**config.mk**
```make
export PLATFORM = sky130hd
export DESIGN_NAME = ras_alarm_status
export DESIGN_NICKNAME = d
export VERILOG_FILES = /design/src/rtl/ras_pkg.sv /design/src/rtl/ras_alarm_status.sv /design/src/rtl/ras_carrier_loss.sv
export SDC_FILE = /design/constraint.sdc
export NUM_CORES = 1
export LEC_CHECK = 0
export BUFFER_PORTS_ARGS = -buffer_cell sky130_fd_sc_hd__buf_2
export CORE_ASPECT_RATIO = 1.75
export CORE_MARGIN = 4
export CORE_UTILIZATION = 24
export CTS_CLUSTER_DIAMETER = 40
export DETAILED_ROUTE_END_ITERATION = 8
export PLACE_DENSITY = 0.5
export REMOVE_ABC_BUFFERS = 1
export SLEW_MARGIN = 20
export SYNTH_ARGS = -nofsm -noshare
export SYNTH_HDL_FRONTEND = slang
export SYNTH_HIERARCHICAL = 1
export SYNTH_SLANG_ARGS = --single-unit
```
**constraint.sdc**
```tcl
create_clock -name CLOCK -period 2.75 [get_ports CLOCK]
set_input_delay 0.275 -clock CLOCK [delete_from_list [all_inputs] [get_ports CLOCK]]
set_output_delay 0.275 -clock CLOCK [all_outputs]
set_load 0.03 [all_outputs]
```
**src/rtl/ras_pkg.sv**
```systemverilog
// Purpose: Shared constants and types for the receive alarm status block
// Assumes: One 25 MHz clock; line bits arrive as one-cycle strobes
// Notes: Register offsets are byte addresses on the plain register port
`default_nettype none
package ras_pkg;
    // ****************************************************************
    // Register map
    // ****************************************************************
    localparam logic [7:0] RAS_ADDR_STATUS = 8'h06;
    localparam logic [7:0] RAS_ADDR_MASK = 8'h16;
    localparam logic [7:0] RAS_ADDR_CTRL = 8'h20;
    localparam logic [7:0] RAS_MASK_RESET = 8'h00;
    localparam logic [7:0] RAS_CTRL_RESET = 8'h00;
    localparam int RAS_CTRL_THR_BIT = 0;

    // ****************************************************************
    // Status bit positions
    // ****************************************************************
    localparam int RAS_BIT_SA1 = 7;
    localparam int RAS_BIT_DMA = 6;
    localparam int RAS_BIT_SA0 = 5;
    localparam int RAS_BIT_SLIP = 4;
    localparam int RAS_BIT_UA1 = 3;
    localparam int RAS_BIT_RA = 2;
    localparam int RAS_BIT_CL = 1;
    localparam int RAS_BIT_LOS = 0;
    localparam logic [7:0] RAS_EVENT_BITS = 8'hF0;
    localparam logic [7:0] RAS_ALARM_BITS = 8'h0F;

    // ****************************************************************
    // Frame geometry and detector thresholds
    // ****************************************************************
    localparam int RAS_FRAMES_PER_MF = 16;
    localparam logic [7:0] RAS_TS16_FIRST = 8'h80;
    localparam logic [7:0] RAS_TS16_LAST = 8'h87;
    localparam logic [7:0] RAS_TS16_BIT6 = 8'h85;
    localparam logic [7:0] RAS_NAF_BIT3 = 8'h02;
    localparam logic [1:0] RAS_SA1_ZEROS = 2'h3;
    localparam logic [1:0] RAS_DMA_COUNT = 2'h2;
    localparam logic [1:0] RAS_RA_COUNT = 2'h3;
    localparam logic [8:0] RAS_UA1_WINDOW_LAST = 9'h1FF;
    localparam logic [1:0] RAS_UA1_ZEROS = 2'h3;
    localparam logic [11:0] RAS_CL_ZEROS_SHORT = 12'h0FF;
    localparam logic [11:0] RAS_CL_ZEROS_LONG = 12'h800;
    localparam logic [7:0] RAS_CL_WINDOW_LAST = 8'hFE;
    localparam logic [5:0] RAS_CL_ONES = 6'h20;

    // ****************************************************************
    // Carrier for line-side inputs
    // ****************************************************************
    typedef struct packed {
        logic bit_strobe;
        logic frame_start;
        logic mframe_start;
        logic line_data_positive_in;
        logic line_data_negative_in;
        logic analog_receive_plus;
        logic analog_receive_minus;
    } ras_line_t;
endpackage : ras_pkg
`default_nettype wire

```
**src/rtl/ras_alarm_status.sv**
```systemverilog
// Purpose: E1 receive alarm and event detection with status register
// Assumes: Inputs synchronous to CLOCK; framer supplies frame markers
// Notes: Status and pending bits clear on a read of the status register
//
// Notes on behaviour
// - TS16 under three zeros per 16 frames sets all-ones
// - TS16 all zero over multiframe sets all-zeros
// - Signaling change sets both signaling flags
// - Frame-0 TS16 bit 6 twice sets distant alarm
// - Distant alarm also active under common channel signaling
// - Elastic store frame slip sets slip flag
// - Under three zeros per 512 bits: unframed ones
// - Non-align bit 3 thrice sets remote alarm
// - 255 or 2048 zeros set carrier loss
// - 32 ones in 255 bits clear carrier loss
// - Loss-of-sync flag follows framer sync state
// - Alarm changes interrupt; read releases it
// - Events interrupt; read of bit releases it
// - Mask bit one lets status reach interrupt
`default_nettype none
module ras_alarm_status (
    input wire logic CLOCK,
    input wire logic RSTN,
    input wire logic CE,
    input wire ras_pkg::ras_line_t LINE,
    input wire logic IN_SYNC,
    input wire logic SLIP_EVENT,
    input wire logic [7:0] ADDR,
    input wire logic [7:0] WDATA,
    input wire logic WR,
    input wire logic RD,
    output logic [7:0] RDATA,
    output logic IRQ,
    output logic [7:0] ALARM_LEVELS
);
    import ras_pkg::*;

    // ****************************************************************
    // Frame position tracking
    // ****************************************************************
    logic [7:0] bit_idx_q;
    logic [7:0] bit_idx_d;
    logic [3:0] frame_q;
    logic [3:0] frame_d;
    logic strobe;
    logic line_mark;
    logic analog_mark;
    logic in_ts16;
    logic ts16_end;
    logic mf_end;

    assign strobe = CE && LINE.bit_strobe;
    assign line_mark = LINE.line_data_positive_in ||
        LINE.line_data_negative_in;
    assign analog_mark = LINE.analog_receive_plus ||
        LINE.analog_receive_minus;
    assign bit_idx_d = LINE.frame_start ? 8'h00 : bit_idx_q + 8'h01;
    assign frame_d = (LINE.frame_start && LINE.mframe_start) ? 4'h0 :
        LINE.frame_start ? frame_q + 4'h1 : frame_q;
    assign in_ts16 = IN_SYNC && (bit_idx_d >= RAS_TS16_FIRST) &&
        (bit_idx_d <= RAS_TS16_LAST);
    assign ts16_end = IN_SYNC && (bit_idx_d == RAS_TS16_LAST);
    assign mf_end = ts16_end &&
        (frame_d == 4'(RAS_FRAMES_PER_MF - 1));

    always_ff @(posedge CLOCK or negedge RSTN) begin
        if (!RSTN) begin
            bit_idx_q <= 8'h00;
            frame_q <= 4'h0;
        end else if (strobe) begin
            bit_idx_q <= bit_idx_d;
            frame_q <= frame_d;
        end
    end

    // ****************************************************************
    // Timeslot 16 density and signaling change
    // ****************************************************************
    logic [7:0] sig_mem [RAS_FRAMES_PER_MF];
    logic [15:0] sig_seen_q;
    logic [7:0] ts16_sh_q;
    logic [7:0] ts16_byte;
    logic [1:0] zeros_q;
    logic [1:0] zeros_d;
    logic ones_q;
    logic ones_d;
    logic sa1_q;
    logic sa0_q;
    logic sig_change;

    assign ts16_byte = {ts16_sh_q[6:0], line_mark};
    assign zeros_d = (!line_mark && zeros_q != RAS_SA1_ZEROS) ?
        zeros_q + 2'h1 : zeros_q;
    assign ones_d = ones_q || line_mark;
    // Frame 0 carries the alignment word, so it is not compared
    assign sig_change = strobe && ts16_end && (frame_d != 4'h0) &&
        sig_seen_q[frame_d] && (sig_mem[frame_d] != ts16_byte);

    always_ff @(posedge CLOCK) begin
        if (strobe && ts16_end) begin
            sig_mem[frame_d] <= ts16_byte;
        end
    end

    always_ff @(posedge CLOCK or negedge RSTN) begin
        if (!RSTN) begin
            sig_seen_q <= 16'h0000;
            ts16_sh_q <= 8'h00;
            zeros_q <= 2'h0;
            ones_q <= 1'b0;
            sa1_q <= 1'b0;
            sa0_q <= 1'b0;
        end else if (strobe) begin
            if (!IN_SYNC) begin
                sig_seen_q <= 16'h0000;
            end else if (ts16_end) begin
                sig_seen_q[frame_d] <= 1'b1;
            end
            if (in_ts16) begin
                ts16_sh_q <= ts16_byte;
            end
            if (mf_end) begin
                zeros_q <= 2'h0;
                ones_q <= 1'b0;
                sa1_q <= (zeros_d != RAS_SA1_ZEROS);
                sa0_q <= !ones_d;
            end else if (in_ts16) begin
                zeros_q <= zeros_d;
                ones_q <= ones_d;
            end
        end
    end

    // ****************************************************************
    // Distant multiframe alarm and remote alarm
    // ****************************************************************
    logic [1:0] dma_run_q;
    logic dma_q;
    logic [1:0] ra_run_q;
    logic ra_q;
    logic dma_sample;
    logic ra_sample;

    // No signaling-mode gate: works under common channel signaling too
    assign dma_sample = strobe && IN_SYNC && (frame_d == 4'h0) &&
        (bit_idx_d == RAS_TS16_BIT6);
    assign ra_sample = strobe && IN_SYNC && frame_d[0] &&
        (bit_idx_d == RAS_NAF_BIT3);

    always_ff @(posedge CLOCK or negedge RSTN) begin
        if (!RSTN) begin
            dma_run_q <= 2'h0;
            dma_q <= 1'b0;
            ra_run_q <= 2'h0;
            ra_q <= 1'b0;
        end else begin
            if (dma_sample) begin
                if (line_mark == dma_q) begin
                    dma_run_q <= 2'h0;
                end else if (dma_run_q == RAS_DMA_COUNT - 2'h1) begin
                    dma_run_q <= 2'h0;
                    dma_q <= line_mark;
                end else begin
                    dma_run_q <= dma_run_q + 2'h1;
                end
            end
            if (ra_sample) begin
                if (line_mark == ra_q) begin
                    ra_run_q <= 2'h0;
                end else if (ra_run_q == RAS_RA_COUNT - 2'h1) begin
                    ra_run_q <= 2'h0;
                    ra_q <= line_mark;
                end else begin
                    ra_run_q <= ra_run_q + 2'h1;
                end
            end
        end
    end

    // ****************************************************************
    // Unframed all ones over 512-bit windows
    // ****************************************************************
    logic [8:0] ua1_win_q;
    logic [1:0] ua1_zeros_q;
    logic [1:0] ua1_zeros_d;
    logic ua1_q;

    assign ua1_zeros_d = (!line_mark && ua1_zeros_q != RAS_UA1_ZEROS) ?
        ua1_zeros_q + 2'h1 : ua1_zeros_q;

    always_ff @(posedge CLOCK or negedge RSTN) begin
        if (!RSTN) begin
            ua1_win_q <= 9'h000;
            ua1_zeros_q <= 2'h0;
            ua1_q <= 1'b0;
        end else if (strobe) begin
            ua1_win_q <= ua1_win_q + 9'h001;
            if (ua1_win_q == RAS_UA1_WINDOW_LAST) begin
                ua1_zeros_q <= 2'h0;
                ua1_q <= (ua1_zeros_d != RAS_UA1_ZEROS);
            end else begin
                ua1_zeros_q <= ua1_zeros_d;
            end
        end
    end

    // ****************************************************************
    // Carrier loss
    // ****************************************************************
    logic [7:0] ctrl_q;
    logic cl_loss;

    ras_carrier_loss u_carrier_loss (
        .clk(CLOCK),
        .rst_n(RSTN),
        .ce(CE),
        .bit_strobe(LINE.bit_strobe),
        .mark(analog_mark),
        .thr_long(ctrl_q[RAS_CTRL_THR_BIT]),
        .loss(cl_loss)
    );

    // ****************************************************************
    // Status, pending and interrupt
    // ****************************************************************
    logic [7:0] level;
    logic [7:0] level_q;
    logic [7:0] force_set;
    logic [7:0] status_q;
    logic [7:0] status_d;
    logic [7:0] pend_q;
    logic [7:0] pend_d;
    logic [7:0] pend_set;
    logic [7:0] mask_q;
    logic [7:0] rdata_q;
    logic [7:0] rdata_d;
    logic irq_q;
    logic rd_status;
    logic wr_mask;
    logic wr_ctrl;
    logic wr_status;

    assign level = {sa1_q, dma_q, sa0_q, CE && SLIP_EVENT,
        ua1_q, ra_q, cl_loss, !IN_SYNC};
    assign force_set = {sig_change, 1'b0, sig_change, 5'h00};
    // Events pend on their rising edge, alarms on either edge
    assign pend_set = force_set |
        (RAS_EVENT_BITS & level & ~level_q) |
        (RAS_ALARM_BITS & (level ^ level_q));

    assign rd_status = CE && RD && (ADDR == RAS_ADDR_STATUS);
    assign wr_status = CE && WR && (ADDR == RAS_ADDR_STATUS);
    assign wr_mask = CE && WR && (ADDR == RAS_ADDR_MASK);
    assign wr_ctrl = CE && WR && (ADDR == RAS_ADDR_CTRL);

    // A set in the cycle of the clearing read survives it
    assign status_d = (rd_status ? 8'h00 : status_q) |
        level | force_set;
    assign pend_d = (rd_status ? 8'h00 :
        (wr_status ? pend_q & ~WDATA : pend_q)) | pend_set;

    always_comb begin
        rdata_d = 8'h00;
        if (ADDR == RAS_ADDR_STATUS) begin
            rdata_d = status_q;
        end else if (ADDR == RAS_ADDR_MASK) begin
            rdata_d = mask_q;
        end else if (ADDR == RAS_ADDR_CTRL) begin
            rdata_d = ctrl_q;
        end
    end

    always_ff @(posedge CLOCK or negedge RSTN) begin
        if (!RSTN) begin
            level_q <= 8'h00;
            status_q <= 8'h00;
            pend_q <= 8'h00;
            mask_q <= RAS_MASK_RESET;
            ctrl_q <= RAS_CTRL_RESET;
            rdata_q <= 8'h00;
            irq_q <= 1'b0;
        end else if (CE) begin
            level_q <= level;
            status_q <= status_d;
            pend_q <= pend_d;
            irq_q <= |(pend_d & mask_q);
            if (wr_mask) begin
                mask_q <= WDATA;
            end
            if (wr_ctrl) begin
                ctrl_q <= WDATA;
            end
            rdata_q <= RD ? rdata_d : 8'h00;
        end
    end

    assign RDATA = rdata_q;
    assign IRQ = irq_q;
    assign ALARM_LEVELS = level_q;
endmodule : ras_alarm_status
`default_nettype wire

```
**src/rtl/ras_carrier_loss.sv**
```systemverilog
// Purpose: Carrier loss detector on the analog receive marks
// Assumes: One strobe per received bit time
// Notes: Loss set by a run of zeros, cleared by ones density
`default_nettype none
module ras_carrier_loss (
    input wire logic clk,
    input wire logic rst_n,
    input wire logic ce,
    input wire logic bit_strobe,
    input wire logic mark,
    input wire logic thr_long,
    output logic loss
);
    import ras_pkg::*;

    logic [11:0] zero_run_q;
    logic [11:0] zero_run_d;
    logic [7:0] win_q;
    logic [7:0] win_d;
    logic [5:0] ones_q;
    logic [5:0] ones_d;
    logic loss_q;
    logic loss_d;
    logic [11:0] thr;
    logic win_end;
    logic ones_met;

    assign thr = thr_long ? RAS_CL_ZEROS_LONG : RAS_CL_ZEROS_SHORT;
    assign win_end = (win_q == RAS_CL_WINDOW_LAST);
    assign ones_met = mark && (ones_q == RAS_CL_ONES - 6'h01);
    assign zero_run_d = mark ? 12'h000 :
        (zero_run_q == thr) ? zero_run_q : zero_run_q + 12'h001;
    assign win_d = (!loss_q || win_end) ? 8'h00 : win_q + 8'h01;
    assign ones_d = (!loss_q || win_end) ? 6'h00 :
        (ones_q == RAS_CL_ONES) ? ones_q : ones_q + {5'h00, mark};
    // Loss from a zero run; recovery on 32 ones inside a 255-bit window
    assign loss_d = !loss_q ? (!mark && zero_run_q + 12'h001 >= thr) :
        !ones_met;
    assign loss = loss_q;

    always_ff @(posedge clk or negedge rst_n) begin
        if (!rst_n) begin
            zero_run_q <= 12'h000;
            win_q <= 8'h00;
            ones_q <= 6'h00;
            loss_q <= 1'b0;
        end else if (ce && bit_strobe) begin
            zero_run_q <= zero_run_d;
            win_q <= win_d;
            ones_q <= ones_d;
            loss_q <= loss_d;
        end
    end
endmodule : ras_carrier_loss
`default_nettype wire

```
After elaboration in Yosys (flattened, before gate mapping) --
Memories as Yosys holds them, arrays and structs flattened. Index checks and enable logic that the tools add are counted.
Word-level totals: register bits after elaboration 134, memory bits (writable) 128, word-level logic and storage cells 168, memories 1
Cells by class: add/subtract/negate cells 10, $lt $le $gt $ge 5, eq/ne operators 24, muxes and demuxes 36, bitwise gates (word level) 14, reductions and logical operators 52
Memory list:
- sig_mem | words 16, width 8, rd ports 1, clocked after memory_dff 0, write ports 1, line ras_alarm_status.sv:79 | logic [7:0] sig_mem [RAS_FRAMES_PER_MF];
Operators by type and width (count):
- two-way mux 8 bit | 9
- two-way mux 12 bit | 3
- two-way mux 16 bit | 2
- OR 8 bit | 4
- logical AND 1 bit | 27
- bitwise AND 8 bit | 3
- == test 8 bit, second input constant | 3
- two-way mux 2 bit | 9
- AND reduction 2 bit | 9
- adder 8 x 1 -> 8 bit, second input constant | 2
- NOT 8 bit | 2
- OR 16 bit | 1
- adder 12 x 1 -> 12 bit, second input constant | 1
- == test 12 bit | 1
- greater-or-equal comparator 12 bit | 1
- two-way mux 6 bit | 2
- adder 9 x 1 -> 9 bit, second input constant | 1
- == test 9 bit, second input constant | 1
- adder 2 x 1 -> 2 bit, second input constant | 4
- == test 8 x 2 -> 1 bit, second input constant | 1
- == test 8 x 3 -> 1 bit, second input constant | 1
- == test 8 x 5 -> 1 bit, second input constant | 1
- == test 8 x 6 -> 1 bit, second input constant | 1
- greater-or-equal comparator 8 bit, second input constant | 1
- 28 further kinds | 51

Depth between registers and ports, before layout --
depth in word-level cells 13, depth in mapped cells 13

Cells and area by module --
Netlist, hierarchy kept.
Modules (own cells, without submodules):
- ras_alarm_status | times used 1, cells an instance 827, area an instance 10307.4 um^2, seq. area each 6496.2 um^2
- ras_carrier_loss | times used 1, cells an instance 206, area an instance 1821.7 um^2, seq. area each 675.6 um^2

Worst setup path after synthesis --
OpenSTA, ideal clock, no wires.
path kind register to register, from register frame_q[0], to register irq_q, in the netlist IRQ, library setup time 144 ps, arrival time 2885 ps, data required time 2606 ps, slack -280 ps, stages on the path, launching flop included 13, period minus slack after synthesis 3030 ps, cells stage by stage dfrtp_1 ha_1 nor4bb_1 buf_2 buf_2 o21bai_1 o2111ai_1 a222oi_1 and3_1 o22ai_1 or4_4 a21oi_1 o221ai_1
On the way: longest elaborated chain between the ends 12, elaborated cells between the ends (all ways) 16
Ends and longest elaborated chain:
- start: declaration | line ras_alarm_status.sv:43 | logic [3:0] frame_q;
- start signal: assignment | line ras_alarm_status.sv:72 | frame_q <= frame_d;
- adder 4 x 1 -> 4 bit | line ras_alarm_status.sv:59 | LINE.frame_start ? frame_q + 4'h1 : frame_q;
- two-way mux 4 bit * | line ras_alarm_status.sv:59
- two-way mux 4 bit * | line ras_alarm_status.sv:58 | assign frame_d = (LINE.frame_start && LINE.mframe_start) ? 4'h0 :
- branches (longest 3 deep; another with memory (16 x 8 bit))
- logical AND 1 bit * | line ras_alarm_status.sv:97 | sig_seen_q[frame_d] && (sig_mem[frame_d] != ts16_byte);
- OR 8 bit * | line ras_alarm_status.sv:247 | assign pend_set = force_set |
- OR 8 x 4 -> 8 bit * | line ras_alarm_status.sv:248 | (RAS_EVENT_BITS & level & ~level_q) |
- OR 8 bit * | line ras_alarm_status.sv:260 | (wr_status ? pend_q & ~WDATA : pend_q)) | pend_set;
- bitwise AND 8 bit * | line ras_alarm_status.sv:286 | irq_q <= |(pend_d & mask_q);
- OR reduction 8 bit * | line ras_alarm_status.sv:286
- end signal: assignment | line ras_alarm_status.sv:286
- end: declaration | line ras_alarm_status.sv:237 | logic irq_q;
Every way passes the cells marked *. The select of a mux whose other input is x is not followed. A chain may end at the register's enable or synchronous reset.

Final worst setup path --
Same ends and word-level chain as after synthesis.

==> run summary <==
The synthesized netlist cell count came out at 1033. In this run the count of I/O pins placed on the die edge is 47. The mapped netlist covers 12100 um^2. Measured against its own limit, the worst slew margin works out to 45.9%. The most critical setup path has its startpoint at frame_q[0].

The number of buffers created by CTS came out at 29. The leakage power summed over all cells came out at 6.33 nW. The largest area contributor in the netlist is edfxtp_1. The sequential area share after synthesis came out at 59.1%.

The first global-routing pass estimated 54100 um of wire. The min-delay analysis places its worst path in the category input pin to flip-flop. Following the worst setup path forward leads to its endpoint at IRQ.

The core occupancy in the finished layout came out at 30.9%. The root buffer cell chosen for the clock tree is clkbuf_16. Yosys attributes the largest share of cell area to edfxtp_1 (32%), dfrtp_1 (27%), o21bai_1 (3.0%), o21ai_0 (2.7%), mux2_2 (2.7%).

The depth of the most critical reg-to-reg path is 12. STA classifies the critical path endpoint as a flip-flop. In the layout the commonest cells are dfrtp_1 (132), edfxtp_1 (128), buf_4 (115), nand2_1 (86), o21ai_0 (66). The share of Yosys cell area claimed by the top area cell type came out at 31.7%. The minimum hold slack came out at 0.0232 ns. The power per cell area is 666 nW/um^2.

The core region is 49900 um^2. Once detail routing completed, the nets flagged for antenna violations numbered 0. For the worst setup path, the data arrival time is 3.84 ns.

The transition time of the tightest slew-check pin is 0.811 ns. The flop and latch count out of synthesis is 261. The count of non-filler cells in the finished layout is 1881. The initial antenna violation count is 0. The number of different library cells in the post-synthesis netlist came out at 76. The count of buffers inserted at the top-level ports came out at 46. 0 antenna diodes ended up in the layout. For this run, the top clock speed supported by timing is 291 MHz. The final count of pins violating max slew came out at 0.

The final critical path time including I/O delays and setup is 3.43 ns. Data on the critical path is required at its endpoint by 3.16 ns. The violation count after the first detailed-routing iteration came out at 509. Global routing finished with a remaining overflow of 0.

Using the TritonRoute via totals, the vias-per-cell ratio works out to 4.77. The number of global-route vias before repair is 9453. Between clock sinks in the finished design, the worst skew comes to 0.0195 ns. In this run, synthesis inferred 128 flip-flops with an integrated enable. The flow ran to the end, but the final reports show violations.

At the later pin of the worst-skew pair, clock insertion delay measures 0.55 ns. The maximum count of clock buffers along a single path is 3. The floorplan has 108 rows. The width of the die came out at 178 um. The sort of element at the start of the critical path is a flip-flop. The worst reg2reg path endpoint is IRQ. The final count of hold timing violations was 0. The area overhead of the layout relative to synthesis is 27.0%. After clock tree synthesis, the clock-pin slew on the worst setup and hold paths is 0.07 ns. The warning count from the yosys run came out at 6. Of the cells placed in the final design, the portion with a size suffix greater than 1 is 25.0%. OpenSTA, run right after detailed placement, puts the worst setup slack at -0.891 ns.

The routed wire length is 34400 um. The worst register-to-register path begins at frame_q[0]. The floorplan step set the die height to 305 um. The HPWL after detailed placement is 24800 um. The clock net in this run drives a total of 261 sinks.

The largest net degree at the start of global routing is 83. TritonCTS built the clock tree. The post-route setup TNS came out at -3.25 ns. Leaving out fill and tap cells, the most frequent cell in the layout is dfrtp_1. The mean instance size in the synthesized netlist is 11.7 um^2. The area of the die came out at 54300 um^2. The average detailed-routed wire length per instance is 18.3 um. Once routing completed, OpenROAD measured the worst setup slack at -0.681 ns. Of the available clock period, the critical path in the final layout requires 125%. The first-pass iteration count of the detailed router is 5. Across the VDD grid, the largest voltage drop is 0.459 mV. The number of remaining DRC errors came out at 0.

The setup path with the least slack is of type flip-flop to flip-flop. Including well taps, the total number of placed cells is 1805. Setup violations remaining at the end of the flow were counted as 5.

The flip-flop cell with the highest count after synthesis is dfrtp_1. The overall via count from detail_route came out at 8972. Across the run, the number of max-cap violations was 0. At the end of the flow, the number of nets in the layout was 1249. The combined global-route utilization of all metal layers is 12.6%.

Setup repair after global routing could not meet its margin everywhere. The share of flip-flops with an asynchronous set or reset after synthesis is 51.0%. The H-tree depth is 1.

In this run the worst path has a maximum fanout of 8. The effective utilization at floorplan is 24.3%. The last weighted congestion value of the routability-driven placer is 0.855. The setup slack of the most critical reg-to-reg path came out at -0.68 ns. The final reports fail on negative setup slack.
layer usage:
| layer | global-route usage (%) | routed length (um) | up-vias |
|---|---|---|---|
| met2 | 24.7 | 19200 | 193 |
| met3 | 1.25 | 1040 | 79 |
| met5 | 0 | 0 | - |
| met1 | 13.4 | 12800 | 4468 |
| li1 | - | - | 4232 |
| met4 | 4.77 | 1410 | 0 |
cell families (layout without fill, tap and decap cells):
group	Yosys count	in the layout	synth area share (%)
and+or+nand+nor	275	275	11.7
AOI/OAI and AO/OA	315	315	18.3
xor gates and xnor gates	27	27	1.95
buffers and inverters	99	287	3.62
muxes	36	36	3.27
adders and majority gates	20	20	2.06
DFF	261	261	59.1
sequential cells by signal, summed over array words and instances (netlist names), 8 cells and up:
signal	count
ALARM_LEVELS	8
RDATA	8
bit_idx_q	8
ctrl_q	8
mask_q	8
pend_q	8
sig_mem	128
sig_seen_q	15
status_q	8
u_carrier_loss/win_q	8
u_carrier_loss/zero_run_q	12
ua1_win_q	9
metrics by stage:
step	cell area [um^2]	power [mW]
floorplan	11800	5.37
detailed placement	14100	6.17
finish	15400	10.3
global route	15400	10.7
CTS	15300	10.3
global placement	14100	6.14
report_power, final:
part	leakage (nW)	total, mW	switching [mW]	internal (mW)
registers	3.12	4.46	0.203	4.25
clock network	0.482	4.03	1.69	2.34
logic	2.73	1.78	0.968	0.807
synth_stat cells (all sizes together), types with 21 or more instances:
cell / count
dfrtp: 133
nand3: 27
nand2: 86
nor2: 68
edfxtp: 128
clkbuf: 30
buf: 29
mux2: 29
o21bai: 50
o22ai: 27
o21ai: 70
o211ai: 21
o2111ai: 23
inv: 38
a21oi: 28
area by class of cell:
type / instances / area [um^2]
sequential: 261 / 7170
timing repair buffer: 194 / 1610
tap: 660 / 826
multi-input combinational: 673 / 4640
clock inverter: 19 / 221
inverter: 40 / 150
fill: 5033 / 34500
clock buffer: 34 / 776
worst min-delay path by stage:
stage                         from               to  slack (ns)  cells after the start
after floorplan               RSTN  ALARM_LEVELS[0]       -0.02                      0
after global routing      WDATA[5]        mask_q[5]        0.02                      2
final                     WDATA[5]        mask_q[5]        0.02                      2
after detailed placement      RSTN         RDATA[4]        0.40                      1
after global placement        RSTN        mask_q[4]        0.40                      1
after CTS                 WDATA[5]        ctrl_q[5]       0.002                      2
critical path, stage by stage (launching register included):
cell       delay (ns)
dfrtp_2          0.44
ha_4             0.28
nor4bb_4         0.16
buf_12           0.15
buf_6            0.14
o21bai_1         0.17
o2111ai_2        0.16
a222oi_1         0.60
and3_1           0.25
o22ai_1          0.08
or4_4            0.58
a21oi_4          0.17
o221ai_2         0.10
timing repair:
action | in CTS | in global routing
setup endpoints to repair | 14 | 50
endpoints found under the hold margin | 94 | 0
cloned | 0 | 0
buffers inserted | 13 | 3
gates resized for setup | 14 | 14
pin swaps | 14 | 20
hold buffers | 8 | 0
Note: power is estimated with default switching activity, not from simulation.
